## src/ntlcap_pkg.sv

```systemverilog
package ntlcap_pkg;
  // ==========================================================
  // Register offsets (byte addresses of 32-bit words)
  // ==========================================================
  localparam logic [7:0] OFS_CAP_HDR   = 8'h68;
  localparam logic [7:0] OFS_DEV_CAP   = 8'h6C;
  localparam logic [7:0] OFS_DEV_STCTL = 8'h70;
  localparam logic [7:0] OFS_LNK_CAP   = 8'h74;
  localparam logic [7:0] OFS_LNK_STCTL = 8'h78;

  // ==========================================================
  // Field values and reset values
  // ==========================================================
  localparam logic [2:0] PAYLOAD_CAP_RST   = 3'h4;  // 2048 bytes
  localparam logic [2:0] PAYLOAD_MAX_CODE  = 3'h4;
  localparam logic [2:0] PAYLOAD_CTL_RST   = 3'h0;  // 128 bytes
  localparam logic       EXT_TAG_CAP       = 1'h0;
  localparam logic [2:0] ACC_LAT_NOLIMIT   = 3'h7;
  localparam logic       ROLE_ERR_RPT      = 1'h1;
  localparam logic [7:0] SLOT_PWR_VAL_RST  = 8'h00;
  localparam logic [1:0] SLOT_PWR_SCL_RST  = 2'h0;
  localparam logic [4:0] INT_MSG_NUM       = 5'h00;
  localparam logic [3:0] SPEEDS_GEN2       = 4'h2;
  localparam logic [3:0] SPEEDS_GEN1       = 4'h1;
  localparam logic [1:0] ASPM_SUPPORT      = 2'h1;  // L0s only
  localparam logic [2:0] L0S_EXIT_GEN2     = 3'h4;
  localparam logic [2:0] L0S_EXIT_GEN1     = 3'h5;
  localparam logic [2:0] L1_EXIT_GEN2      = 3'h1;
  localparam logic [2:0] L1_EXIT_GEN1      = 3'h2;
  localparam logic [1:0] ASPM_CTL_RST      = 2'h0;
  localparam logic [5:0] WIDTH_X1          = 6'h01;
  localparam logic [5:0] WIDTH_X2          = 6'h02;
  localparam logic [5:0] WIDTH_X4          = 6'h04;
  localparam logic [5:0] WIDTH_X8          = 6'h08;

  // ==========================================================
  // Field positions
  // ==========================================================
  localparam int ERR_EN_LSB    = 0;   // Reporting enables 3:0
  localparam int PAYLOAD_LSB   = 5;   // Payload control 7:5
  localparam int ERR_DET_LSB   = 16;  // Detected flags 19:16
  localparam int SLOT_VAL_LSB  = 18;
  localparam int SLOT_SCL_LSB  = 26;
  localparam int INT_MSG_LSB   = 25;
  localparam int NUM_ERR       = 4;
endpackage

```

## src/ntlcap_err_flags.sv

```systemverilog
`timescale 1ns/1ns
// ============================================================
// Sticky error-detected flags with write-one-to-clear
// ============================================================
module ntlcap_err_flags
  import ntlcap_pkg::*;
#(
  parameter int N = NUM_ERR  // Number of flags
) (
  input  wire logic         clk_i,    // Core clock
  input  wire logic         rst_n_i,  // Async reset, active low
  input  wire logic         ce_i,     // Clock enable
  input  wire logic [N-1:0] det_i,    // Detection pulses
  input  wire logic [N-1:0] clr_i,    // Write-one clear strobes
  output logic      [N-1:0] flag_o    // Latched flags
);
  initial begin
    if (N < 1) $error("N must be at least 1");
  end

  logic [N-1:0] next_flag;  // Flag values for the next edge

  // Set wins over a clear in the same cycle so no event is lost
  genvar g;
  generate
    for (g = 0; g < N; g++) begin : gen_flag
      assign next_flag[g] = det_i[g] | (flag_o[g] & ~clr_i[g]);
    end
  endgenerate

  // One register for all flags keeps a single driver on the vector
  always_ff @(posedge clk_i or negedge rst_n_i) begin
    if (!rst_n_i) begin
      flag_o <= '0;
    end else if (ce_i) begin
      flag_o <= next_flag;
    end
  end
endmodule

```

## src/ntlcap_regs.sv

```systemverilog
`timescale 1ns/1ns
// ============================================================
// PCI Express capability registers, link side of the bridge port
// ============================================================
// Overview of operation
// - Payload capability hardware-initialised to 2048 bytes
// - Extended tag capability reads zero
// - Acceptable L0s and L1 latency read unlimited
// - Slot power value and scale default zero
// - Bits 0..2 enable error reports
// - Bit 3 enables unsupported request reports
// - Payload control read-write, resets to 128
// - Detected error flags sticky, write-one clears
// - Transactions pending always reads zero
// - Unsupported device control bits read zero
// - Supported speeds follow the speed strap
// - Maximum width from straps or preload
// - ASPM support reads L0s only
// - L0s exit latency follows link speed
// - L1 exit latency follows link speed
// - ASPM control read-write, resets disabled
// - Completion boundary bit reads zero
// - Link disable bit reads zero
// - Interrupt message number reads zero
module ntlcap_regs
  import ntlcap_pkg::*;
#(
  parameter int AW = 8  // Config address width
) (
  input  wire logic          clk_i,          // Core clock, 250 MHz
  input  wire logic          rst_n_i,        // Async reset, active low
  input  wire logic          ce_i,           // Clock enable
  input  wire logic          cfg_wr_i,       // Config write strobe
  input  wire logic          cfg_rd_i,       // Config read strobe
  input  wire logic [AW-1:0] cfg_addr_i,     // Config byte address
  input  wire logic [31:0]   cfg_wdata_i,    // Config write data
  input  wire logic [3:0]    cfg_be_i,       // Config byte enables
  output logic      [31:0]   cfg_rdata_o,    // Config read data
  output logic               cfg_rvalid_o,   // Read data valid
  input  wire logic          speed_select_strap_i, // High: 5.0 GT/s
  input  wire logic [1:0]    station_port_config_straps_i, // Width
  input  wire logic [1:0]    nontransparent_port_select_straps_i,
  input  wire logic          pre_valid_i,    // Preload strobe
  input  wire logic [2:0]    pre_payload_i,  // Preload payload cap
  input  wire logic [7:0]    pre_slot_val_i, // Preload slot value
  input  wire logic [1:0]    pre_slot_scl_i, // Preload slot scale
  input  wire logic          pre_width_v_i,  // Preload width valid
  input  wire logic [5:0]    pre_width_i,    // Preload port width
  input  wire logic          link_gen2_i,    // Link at 5.0 GT/s
  input  wire logic [3:0]    err_det_i,      // Cor,NF,Fatal,UR pulses
  output logic      [3:0]    err_rpt_en_o,   // Reporting enables
  output logic      [2:0]    max_payload_o,  // Payload control
  output logic      [1:0]    aspm_ctl_o      // ASPM control
);
  initial begin
    if (AW < 8) $error("AW must be at least 8");
  end

  // ==========================================================
  // Decode
  // ==========================================================
  function automatic logic hit(input logic [AW-1:0] a,
                               input logic [7:0] ofs);
    logic [AW-1:0] ofs_w;  // Offset widened to the address width
    ofs_w = AW'(ofs);
    hit   = (a[AW-1:2] == ofs_w[AW-1:2]);
  endfunction

  wire wr_cap  = cfg_wr_i & hit(cfg_addr_i, OFS_DEV_CAP);
  wire wr_dsc  = cfg_wr_i & hit(cfg_addr_i, OFS_DEV_STCTL);
  wire wr_lsc  = cfg_wr_i & hit(cfg_addr_i, OFS_LNK_STCTL);

  // ==========================================================
  // Straps, captured once after reset
  // ==========================================================
  logic [4:0] strap_q;     // Speed, port config, port select
  logic       strap_done;  // Capture taken
  ntlcap_strap_cap #(.W(5)) u_straps (
    .clk_i   (clk_i),
    .rst_n_i (rst_n_i),
    .ce_i    (ce_i),
    .raw_i   ({speed_select_strap_i, station_port_config_straps_i,
               nontransparent_port_select_straps_i}),
    .cap_o   (strap_q),
    .done_o  (strap_done)
  );

  // Strap code 0..3 selects x1, x2, x4, x8
  logic [5:0] strap_width;
  assign strap_width = 6'(6'h01 << strap_q[3:2]);

  // ==========================================================
  // Hardware-initialised fields, writable only by preload
  // ==========================================================
  logic [2:0] payload_cap;  // Supported payload code
  logic [7:0] slot_val;     // Captured slot power value
  logic [1:0] slot_scl;     // Captured slot power scale
  logic [5:0] max_width;    // Maximum link width
  logic       width_pre;    // Width came from preload

  // Preload only accepts the documented payload encodings
  wire pre_pl_ok = (pre_payload_i <= PAYLOAD_MAX_CODE);

  // Host writes to the capability word are ignored (read-only)
  always_ff @(posedge clk_i or negedge rst_n_i) begin
    if (!rst_n_i) begin
      payload_cap <= PAYLOAD_CAP_RST;
      slot_val    <= SLOT_PWR_VAL_RST;
      slot_scl    <= SLOT_PWR_SCL_RST;
    end else if (ce_i && pre_valid_i) begin
      if (pre_pl_ok) begin
        payload_cap <= pre_payload_i;
      end
      slot_val <= pre_slot_val_i;
      slot_scl <= pre_slot_scl_i;
    end
  end

  // Width from straps unless a preload overrides it
  always_ff @(posedge clk_i or negedge rst_n_i) begin
    if (!rst_n_i) begin
      width_pre <= 1'b0;
      max_width <= WIDTH_X1;
    end else if (ce_i && pre_width_v_i) begin
      width_pre <= 1'b1;
      max_width <= pre_width_i;
    end
  end

  wire [5:0] width_eff = width_pre ? max_width : strap_width;

  // ==========================================================
  // Control registers
  // ==========================================================
  logic [3:0] err_en;    // Error reporting enables
  logic [2:0] pl_ctl;    // Payload control
  logic [1:0] aspm_ctl;  // ASPM control

  // Payload write accepted only for legal codes; the host is
  // expected not to exceed capability, and the hardware does not
  // clamp to it since traffic must already be halted
  wire pl_wr_ok = (cfg_wdata_i[7:5] <= PAYLOAD_MAX_CODE);

  always_ff @(posedge clk_i or negedge rst_n_i) begin
    if (!rst_n_i) begin
      err_en <= 4'h0;
    end else if (ce_i && wr_dsc && cfg_be_i[0]) begin
      err_en <= cfg_wdata_i[3:0];
    end
  end

  always_ff @(posedge clk_i or negedge rst_n_i) begin
    if (!rst_n_i) begin
      pl_ctl <= PAYLOAD_CTL_RST;
    end else if (ce_i && wr_dsc && cfg_be_i[0] && pl_wr_ok) begin
      pl_ctl <= cfg_wdata_i[7:5];
    end
  end

  always_ff @(posedge clk_i or negedge rst_n_i) begin
    if (!rst_n_i) begin
      aspm_ctl <= ASPM_CTL_RST;
    end else if (ce_i && wr_lsc && cfg_be_i[0]) begin
      aspm_ctl <= cfg_wdata_i[1:0];
    end
  end

  // ==========================================================
  // Detected error flags
  // ==========================================================
  logic [3:0] err_flag;  // Cor, NF, Fatal, UR detected
  wire  [3:0] err_clr = (wr_dsc && cfg_be_i[2]) ? cfg_wdata_i[19:16]
                                                 : 4'h0;
  ntlcap_err_flags #(.N(NUM_ERR)) u_flags (
    .clk_i   (clk_i),
    .rst_n_i (rst_n_i),
    .ce_i    (ce_i),
    .det_i   (err_det_i),
    .clr_i   (err_clr),
    .flag_o  (err_flag)
  );

  // ==========================================================
  // Read word assembly; all unlisted bits are zero
  // ==========================================================
  wire [31:0] rd_hdr = {2'h0, INT_MSG_NUM, 25'h0};

  wire [31:0] rd_dcap = {4'h0, slot_scl, slot_val, 2'h0,
                         ROLE_ERR_RPT, 3'h0,
                         ACC_LAT_NOLIMIT, ACC_LAT_NOLIMIT,
                         EXT_TAG_CAP, 2'h0, payload_cap};

  // Bit 21 pending and bits 15:8, 4 reserved stay zero
  wire [31:0] rd_dsc = {12'h000, err_flag, 8'h00,
                        pl_ctl, 1'b0, err_en};

  wire [3:0] speeds  = strap_q[4] ? SPEEDS_GEN2 : SPEEDS_GEN1;
  wire [2:0] l0s_ex  = link_gen2_i ? L0S_EXIT_GEN2
                                   : L0S_EXIT_GEN1;
  wire [2:0] l1_ex   = link_gen2_i ? L1_EXIT_GEN2
                                   : L1_EXIT_GEN1;
  wire [7:0] port_no = {6'h00, strap_q[1:0]};

  wire [31:0] rd_lcap = {port_no, 5'h00, 1'b0, l1_ex, l0s_ex,
                         ASPM_SUPPORT, width_eff, speeds};

  // Bits 3 and 4 read zero; link status lives elsewhere
  wire [31:0] rd_lsc = {27'h0, 1'b0, 1'b0, 1'b0,
                        aspm_ctl};

  logic [31:0] rd_mux;  // Selected read word
  always_comb begin
    rd_mux = 32'h0000_0000;  // Unmapped reads return zero
    if (hit(cfg_addr_i, OFS_CAP_HDR))   rd_mux = rd_hdr;
    if (hit(cfg_addr_i, OFS_DEV_CAP))   rd_mux = rd_dcap;
    if (hit(cfg_addr_i, OFS_DEV_STCTL)) rd_mux = rd_dsc;
    if (hit(cfg_addr_i, OFS_LNK_CAP))   rd_mux = rd_lcap;
    if (hit(cfg_addr_i, OFS_LNK_STCTL)) rd_mux = rd_lsc;
  end

  // Read data registered: answer one cycle after the strobe
  always_ff @(posedge clk_i or negedge rst_n_i) begin
    if (!rst_n_i) begin
      cfg_rdata_o  <= 32'h0000_0000;
      cfg_rvalid_o <= 1'b0;
    end else if (ce_i) begin
      cfg_rvalid_o <= cfg_rd_i;
      if (cfg_rd_i) begin
        cfg_rdata_o <= rd_mux;
      end
    end
  end

  assign err_rpt_en_o  = err_en;
  assign max_payload_o = pl_ctl;
  assign aspm_ctl_o    = aspm_ctl;

  // ==========================================================
  // Checks
  // ==========================================================
  a_flag_set_holds: assert property (@(posedge clk_i)
    disable iff (!rst_n_i)
    ce_i && err_det_i[0] |=> err_flag[0])
    else $error("correctable flag not set after detection");

  a_flag_w1c: assert property (@(posedge clk_i)
    disable iff (!rst_n_i)
    ce_i && err_clr[1] && !err_det_i[1] |=> !err_flag[1])
    else $error("non-fatal flag not cleared by write one");

  a_payload_rst: assert property (@(posedge clk_i)
    disable iff (!rst_n_i)
    $rose(strap_done) |-> pl_ctl == PAYLOAD_CTL_RST ||
                          $past(wr_dsc))
    else $error("payload control not at reset value");

  a_payload_legal: assert property (@(posedge clk_i)
    disable iff (!rst_n_i)
    pl_ctl <= PAYLOAD_MAX_CODE)
    else $error("payload control holds illegal code");

  a_cap_ro: assert property (@(posedge clk_i)
    disable iff (!rst_n_i)
    ce_i && wr_cap && !pre_valid_i |=> $stable(payload_cap))
    else $error("host write changed payload capability");

  a_speed_map: assert property (@(posedge clk_i)
    disable iff (!rst_n_i)
    cfg_rd_i && ce_i && hit(cfg_addr_i, OFS_LNK_CAP) |=>
      cfg_rdata_o[3:0] == (strap_q[4] ? 4'h2 : 4'h1))
    else $error("supported speeds do not match strap");

  a_exit_lat: assert property (@(posedge clk_i)
    disable iff (!rst_n_i)
    cfg_rd_i && ce_i && hit(cfg_addr_i, OFS_LNK_CAP) |=>
      cfg_rdata_o[14:12] == ($past(link_gen2_i) ? 3'h4 : 3'h5) &&
      cfg_rdata_o[11:10] == 2'h1)
    else $error("link capability latency or ASPM wrong");

  a_dsc_rsvd: assert property (@(posedge clk_i)
    disable iff (!rst_n_i)
    cfg_rvalid_o && $past(hit(cfg_addr_i, OFS_DEV_STCTL)) |->
      cfg_rdata_o[15:8] == 8'h00 && cfg_rdata_o[31:20] == 12'h000)
    else $error("reserved device control bits not zero");

  a_lsc_rsvd: assert property (@(posedge clk_i)
    disable iff (!rst_n_i)
    cfg_rvalid_o && $past(hit(cfg_addr_i, OFS_LNK_STCTL)) |->
      cfg_rdata_o[4:2] == 3'h0)
    else $error("link control reserved bits not zero");

  a_flag_set_wins: assert property (@(posedge clk_i)
    disable iff (!rst_n_i)
    ce_i && err_det_i[3] && err_clr[3] |=> err_flag[3])
    else $error("clear beat a detection in the same cycle");

  a_ce_freeze: assert property (@(posedge clk_i)
    disable iff (!rst_n_i)
    !ce_i |=> $stable(aspm_ctl) && $stable(pl_ctl) &&
              $stable(err_flag) && $stable(cfg_rvalid_o))
    else $error("state changed while clock enable low");

  a_unmapped_zero: assert property (@(posedge clk_i)
    disable iff (!rst_n_i)
    ce_i && cfg_rd_i && hit(cfg_addr_i, 8'h7C) |=> cfg_rdata_o == '0)
    else $error("unmapped word did not read zero");
endmodule

```

## src/ntlcap_strap_cap.sv

```systemverilog
`timescale 1ns/1ns
// ============================================================
// Capture of strap levels after reset release
// ============================================================
module ntlcap_strap_cap
  import ntlcap_pkg::*;
#(
  parameter int W = 8  // Width of captured word
) (
  input  wire logic         clk_i,    // Core clock
  input  wire logic         rst_n_i,  // Async reset, active low
  input  wire logic         ce_i,     // Clock enable
  input  wire logic [W-1:0] raw_i,    // Strap levels
  output logic      [W-1:0] cap_o,    // Captured straps
  output logic              done_o    // Capture taken
);
  initial begin
    if (W < 1) $error("W must be at least 1");
  end

  // Straps sampled on the first enabled edge after release; async
  // reset may only load constants, so the capture is clocked
  always_ff @(posedge clk_i or negedge rst_n_i) begin
    if (!rst_n_i) begin
      cap_o  <= '0;
      done_o <= 1'b0;
    end else if (ce_i && !done_o) begin
      cap_o  <= raw_i;
      done_o <= 1'b1;
    end
  end
endmodule

```

## config.mk

```make
export PLATFORM = sky130hd
export DESIGN_NAME = ntlcap_regs
export DESIGN_NICKNAME = d
export VERILOG_FILES = /design/src/ntlcap_pkg.sv /design/src/ntlcap_err_flags.sv /design/src/ntlcap_regs.sv /design/src/ntlcap_strap_cap.sv
export SDC_FILE = /design/constraint.sdc
export NUM_CORES = 1
export LEC_CHECK = 0
export ABC_AREA = 1
export BUFFER_PORTS_ARGS = -buffer_cell sky130_fd_sc_hd__buf_2
export CORE_ASPECT_RATIO = 1.25
export CORE_MARGIN = 4
export CORE_UTILIZATION = 50
export CTS_BUF_LIST = sky130_fd_sc_hd__clkbuf_4
export CTS_CLUSTER_SIZE = 24
export DETAILED_ROUTE_END_ITERATION = 12
export MAX_ROUTING_LAYER = met4
export PLACE_DENSITY = 0.93
export SETUP_SLACK_MARGIN = 0.02
export SLEW_MARGIN = 5
export SYNTH_ARGS = -nofsm -noshare
export SYNTH_HDL_FRONTEND = slang
export SYNTH_SLANG_ARGS = --single-unit
```

## constraint.sdc

```tcl
create_clock -name clk_i -period 1.3 [get_ports clk_i]
set_clock_uncertainty 0.15 [all_clocks]
set_input_delay 0.13 -clock clk_i [delete_from_list [all_inputs] [get_ports clk_i]]
set_output_delay 0.13 -clock clk_i [all_outputs]
set_load 0.05 [all_outputs]
```

==> results_dict.tcl, run 1 <==
set metrics [dict create \
    route.detailed.drc 0 \
    portBuffers 91 \
    overflow 0 \
    wl_met3_um 408 \
    cap_violations 0 \
    cts.clk_slew.worst_paths_ps 110 \
    postRouteAntennaNets 0 \
    crit_arrival_ps 1010 \
    place_hpwl_mm 5.24 \
    cp-start-kind "flip-flop" \
    grt_pass1_wl_mm 14.3 \
    dr_wl_met2_mm 4.88 \
    pre_cts_ws_ps -86.6 \
    switching_share_pct 27.5 \
    clkLatencyLatePin_ps 420 \
    end_kind "output pin" \
    htreeDepth 3 \
    period_needed_ps 1290 \
    placed_cells 492 \
    p_int_w 0.00333 \
    critPathRequiredTime_ps 1020 \
    ys_warn_count 0 \
    worst-path-max-fanout 2 \
    die-area_sq_mm 0.00720 \
    vias_per_cell 4.99 \
    boundaryPins 122 \
    row_count 31 \
    finalWirelength_mm 8.94 \
    final_common_cell "nand2_1" \
    drtPass1Iterations 4 \
    outcome "completed" \
    clockPowerShare_pct 33.6 \
    crit_chain "buf_6" \
    fin_nets 590 \
    synth_enable_flop_cells 0 \
    max_stage_delay_ps 430 \
    die_h_um 93.9 \
    antenna_found_initial 0 \
    path_depth 1 \
    ys.flop_type "dfrtp_1" \
    grt_max_degree 68 \
    core-area_sq_mm 0.00578 \
    layout-drive-gt1-share_pct 34.4 \
    tns_ps 0 \
    cp_slowest_cell "dfrtp_1" \
    gp_congestion 0.863 \
    ys_seq_area_share_pct 56.9 \
    tritoncts "yes" \
    drt_first_iter_violations 118 \
    maxSlewViolCount 0 \
    top_layer "met4" \
    grt_setup_unrepaired "yes" \
    numCtsBuffers 9 \
    reg2reg_depth 6 \
    cts_buffer_depth 2 \
    max-vdd-ir-drop_uv 640 \
    area_growth_pct 57.1 \
    clock_sinks 67 \
    grt_use_total_pct 26.6 \
    critPathBufInv 1 \
    switching_power_w 0.00126 \
    crit_type "flip-flop to output pin" \
    n_antenna_cell 0 \
    cts-root-buf "clkbuf_4" \
    final-instance-count-excl-fill 581 \
    synthCells 330 \
    p_leak_nw 2.45 \
    fin_crit_sh_pct 99.5 \
    async_flop_share_pct 100 \
    finalHoldViolCount 0 \
    p_seq_share_pct 49.2 \
    syn_area_sq_mm 0.00295 \
    die_x_um 76.7 \
    routedWlPerCell_um 15.4 \
    avgSynthCellArea_sq_um 8.94 \
    worstHoldPathType "input pin to flip-flop" \
    layout_common_cells "nand2_1, dfrtp_1, buf_2, dlygate4sd3_1, buf_6" \
    wl_met1_mm 3.41 \
    pwr-share-comb_pct 17.2 \
    grt_pass1_vias 2976 \
    hold_path_depth 5 \
    setup_ws_ps 7.05 \
    ys_types 29 \
    ys_seq_elements 67 \
    fmax_mhz 773 \
    path_delay_family "flip-flops" \
    start_util_pct 51.0 \
    setup_viol 0 \
    powerDensity_mw_per_mm2 991 \
    vias 2902 \
]
[final cells by class]
class	instances	area [sq um]
flip-flops and latches	67	1680
clock buffers	9	67.6
fillers	348	1140
inverters	32	121
repair buffers	178	1500
multi-input cells	222	1090
clock inverters	7	92.6
well taps	66	82.6
[Yosys cell counts (4+ instances only)]
| cell | instances | area share [%] |
|---|---|---|
| a21oi_1 | 15 | 2.5 |
| nand2_1 | 96 | 12 |
| nand2_2 | 4 | 0.85 |
| o21ai_0 | 16 | 2.7 |
| buf_2 | 4 | 0.68 |
| nand3_1 | 19 | 3.2 |
| o21ai_2 | 5 | 1.5 |
| nor2_1 | 30 | 3.8 |
| mux2_2 | 9 | 3.4 |
| dfrtp_1 | 65 | 55 |
| inv_1 | 29 | 3.7 |
| buf_4 | 8 | 2.0 |
| o21ai_1 | 7 | 1.2 |
[path summary, 6_finish.rpt]
check / startpoint / end / slack, ps
worst max-delay path: cfg_rdata_o[18] / cfg_rdata_o[18] / 7
max in group asynchronous: rst_n_i / max_width[0] / 570
worst min register to register: u_flags.flag_o[1] / u_flags.flag_o[1] / 340
worst max register to register: u_straps.cap_o[3] / cfg_rdata_o[7] / 60
worst min-delay path: cfg_rd_i / cfg_rdata_o[18] / 30
min in group asynchronous: rst_n_i / cfg_rdata_o[27] / 80
[per-stage QoR]
stage / utilization (%) / total power, W / hold WS (ps) / area, sq um
6_report: 80.2 / 0.00459 / 30.7 / 4630
4_1_cts: 78.6 / 0.00459 / 0.0299 / 4540
3_5_place_dp: 61.6 / 0.00288 / 22.5 / 3560
3_3_place_gp: 61.6 / 0.00286 / 20.0 / 3560
5_1_grt: 80.2 / 0.00479 / 27.5 / 4630
2_1_floorplan: - / 0.00264 / -316 / 2960
[registers in the layout (all words and copies together) (netlist names)]
signal	count
max_width	6
aspm_ctl_o	2
cfg_rvalid_o	1
slot_val	8
err_rpt_en_o	4
width_pre	1
u_straps.cap_o	5
u_straps.done_o	1
u_flags.flag_o	4
cfg_rdata_o	27
slot_scl	2
max_payload_o	3
payload_cap	3
[per-layer routing]
| layer | GRT usage [%] | up-vias |
|---|---|---|
| met5 | - | - |
| met4 | 10.9 | 0 |
| met3 | 5.09 | 23 |
| met2 | 47.7 | 113 |
| met1 | 28.9 | 1355 |
| li1 | - | 1411 |
[power groups by stage]
stage	Combinational (W)	Clock, W	Sequential (W)
2_1_floorplan	0.000252	0	0.00239
3_3_place_gp	0.000571	0	0.00229
3_5_place_dp	0.000588	0	0.00230
4_1_cts	0.000764	0.00157	0.00226
5_1_grt	0.000857	0.00166	0.00227
6_report	0.000790	0.00154	0.00226
[cells by family after synthesis]
family          share of synthesized area [%]
mux                                      3.44
buf+inv                                  6.96
other cells                             0.127
flops                                    56.9
simple gates                             22.4
compound gates                           10.1
[what timing repair did]
action,CTS,global route
pin swaps,0,1
setup endpoints to repair,38,45
hold buffers,50,0
resized for setup,74,7
endpoints found under the hold margin,110,0
buffers inserted,12,12
Note: power is estimated with default switching activity, not from simulation.
==> run 2: changes to the inputs <==
Settings changed: ABC_AREA 1 to default, CORE_ASPECT_RATIO 1.25 to 1.75, CORE_UTILIZATION 50 to 49, PLACE_DENSITY 0.93 to 0.92.
==> run 2 against run 1 <==
The run now ends with negative hold slack, negative setup slack left; area after synthesis is 1.3% lower; first-iteration DRC count rose by 110%; fmax is 9.8% lower; largest power group unchanged; register-to-register slack worse by 190 ps; clock-buffer cell count rose by 2; global-route usage increased by 4.2 points.
==> results_dict.tcl, run 2 <==
set metrics [dict create \
    outcome "complete, but fails checks" \
    violations "negative hold slack, negative setup slack" \
    endpoint "cfg_rdata_o[10]" \
    drt_first_iter_violations 242 \
    ys.flop_type "dfrtp_1" \
    fin_total_pwr_w 0.00517 \
    pre_cts_ws_ps -263 \
    layout-drive-gt1-share_pct 45.7 \
    finalWirelength_mm 11.3 \
    setup_ws_ps -133 \
    reg2reg_depth 5 \
    overflow 0 \
    routedWlPerCell_um 20.2 \
    yosys-top-cells-area "dfrtp_1, mux2_2, nand2_1" \
    multi_input_area_sq_mm 0.00124 \
    core-area_sq_mm 0.00568 \
    crit_arrival_ps 1150 \
    seqCellArea_sq_mm 0.00168 \
    clock_sinks 67 \
    row_count 36 \
    vias_per_cell 5.65 \
    synthCells 273 \
    yosysTopAreaCellShare_pct 55.9 \
    maxSlewViolCount 0 \
    grt_pass1_wl_mm 15.8 \
    cts_buffer_depth 2 \
    path_delay_family "flip-flops" \
    boundaryPins 122 \
    powerDensity_mw_per_mm2 1060 \
    fin_crit_sh_pct 110 \
    cap_violations 0 \
    crit_type "flip-flop to output pin" \
    r2r-end "cfg_rdata_o[7]" \
    ys_types 40 \
    vias 3150 \
    fin_nets 556 \
    numCtsBuffers 9 \
    tritoncts "yes" \
    gp_congestion 0.846 \
    final_common_cell "dfrtp_1" \
    place_hpwl_mm 5.92 \
    synth_enable_flop_cells 0 \
    reg2reg_slack_ps -130 \
    final-instance-count-excl-fill 558 \
    clkLatencyLatePin_ps 460 \
    grt_pass1_vias 3156 \
    period_needed_ps 1430 \
    antenna_found_initial 1 \
    die-area_sq_mm 0.00728 \
    max-vdd-ir-drop_uv 1140 \
    ys_top_cells_by_count "dfrtp_1, nand2_1, mux2_2" \
    largest-register "cfg_rdata_o" \
    p_leak_nw 2.36 \
    syn_area_sq_mm 0.00291 \
    ys_seq_elements 67 \
    reg.largest.list "cfg_rdata_o: 27 flops, slot_val: 8 flops, max_width: 6 flops" \
    regToRegStartpoint "u_straps.cap_o[2]" \
    hold_ws_ps -24.8 \
    critPathLaunch "cfg_rdata_o[10]" \
    die_x_um 66.3 \
    setup_viol 26 \
    crit_chain "buf_6" \
    critPathBufInv 1 \
    max_stage_delay_ps 480 \
    cts.clk_slew.worst_paths_ps 150 \
    fmax_mhz 698 \
    placed_cells 467 \
    synth.most_common_cell "dfrtp_1" \
    worst-path-max-fanout 2 \
    worstHoldPathType "input pin to flip-flop" \
    layout_common_cells "dfrtp_1, buf_4, buf_2, nand2_1, dlygate4sd3_1" \
    ys_seq_area_share_pct 57.7 \
    htreeDepth 3 \
    largest_register_ffs 27 \
    end_kind "output pin" \
    portBuffers 91 \
    route.detailed.drc 0 \
    area_growth_pct 68.0 \
    cp-start-kind "flip-flop" \
    final_util_pct 86.1 \
    drtPass1Iterations 5 \
    grt_max_degree 68 \
    finalHoldViolCount 1 \
    ys_warn_count 0 \
    tns_ps -996 \
    yosysTopAreaCell "dfrtp_1" \
    fillers 277 \
    async_flop_share_pct 100 \
    critPathRequiredTime_ps 1020 \
    grt_use_total_pct 30.8 \
    avgSynthCellArea_sq_um 10.7 \
    cts-root-buf "clkbuf_4" \
    path_depth 1 \
    start_util_pct 51.3 \
    die_h_um 110 \
    grt_setup_unrepaired "yes" \
    cp_slowest_cell "dfrtp_1" \
    postRouteAntennaNets 0 \
]
[run 2: final cells by class]
cell class / instances / area share [%]
clock buffers: 11 / 1.69
well taps: 76 / 1.95
repair buffers: 203 / 34.3
diodes: 1 / 0.0512
flip-flops and latches: 67 / 34.4
multi-input cells: 192 / 25.3
clock inverters: 5 / 2.07
inverters: 3 / 0.230
[run 2: routing by layer]
layer	global-route usage [%]	share of wire [%]	vias to the layer above
met5	-	0	-
met3	4.09	7.0	60
met1	31.1	32	1513
met2	54.4	54	209
li1	-	-	1368
met4	19.6	7.1	0
[run 2: timing repair]
item | 4_1_cts | 5_1_grt
setup buffers | 15 | 13
hold buffers | 46 | 2
pin swaps | 1 | 4
hold endpoints to repair | 110 | 1
endpoints found under the setup margin | 44 | 51
resized for setup | 84 | 21
[run 2: cells by family after synthesis]
family	synth area share, %
simple gates	18.1
flops	57.7
compound gates	12.9
mux	8.13
buf+inv	3.01
other cells	0.129
[run 2: worst min-delay path by stage]
stage / end / cells past startpoint / slack, ps / from
3_5_place_dp: cfg_rdata_o[14] / 2 / 20 / rst_n_i
4_1_cts: slot_scl[0] / 4 / 40 / pre_valid_i
6_report: u_flags.flag_o[2] / 3 / -20 / ce_i
3_3_place_gp: cfg_rdata_o[11] / 2 / 10 / rst_n_i
5_1_grt: u_flags.flag_o[2] / 3 / -5 / ce_i
2_1_floorplan: aspm_ctl_o[0] / 0 / -320 / rst_n_i
[run 2: per-stage QoR]
| step | area (sq um) | hold slack (ps) |
|---|---|---|
| after global routing | 4890 | -5.15 |
| after detailed placement | 3700 | 21.2 |
| after floorplan | 2930 | -316 |
| after CTS | 4720 | 40.6 |
| after global placement | 3700 | 12.5 |
| final | 4890 | -24.8 |
[run 2: where the power goes]
| part | total [W] | leakage (nW) | internal (W) | switching (W) |
|---|---|---|---|---|
| sequential | 0.00236 | 0.838 | 0.00224 | 0.000121 |
| combinational | 0.000984 | 1.43 | 0.000465 | 0.000519 |
| clock | 0.00183 | 0.0947 | 0.00101 | 0.000815 |
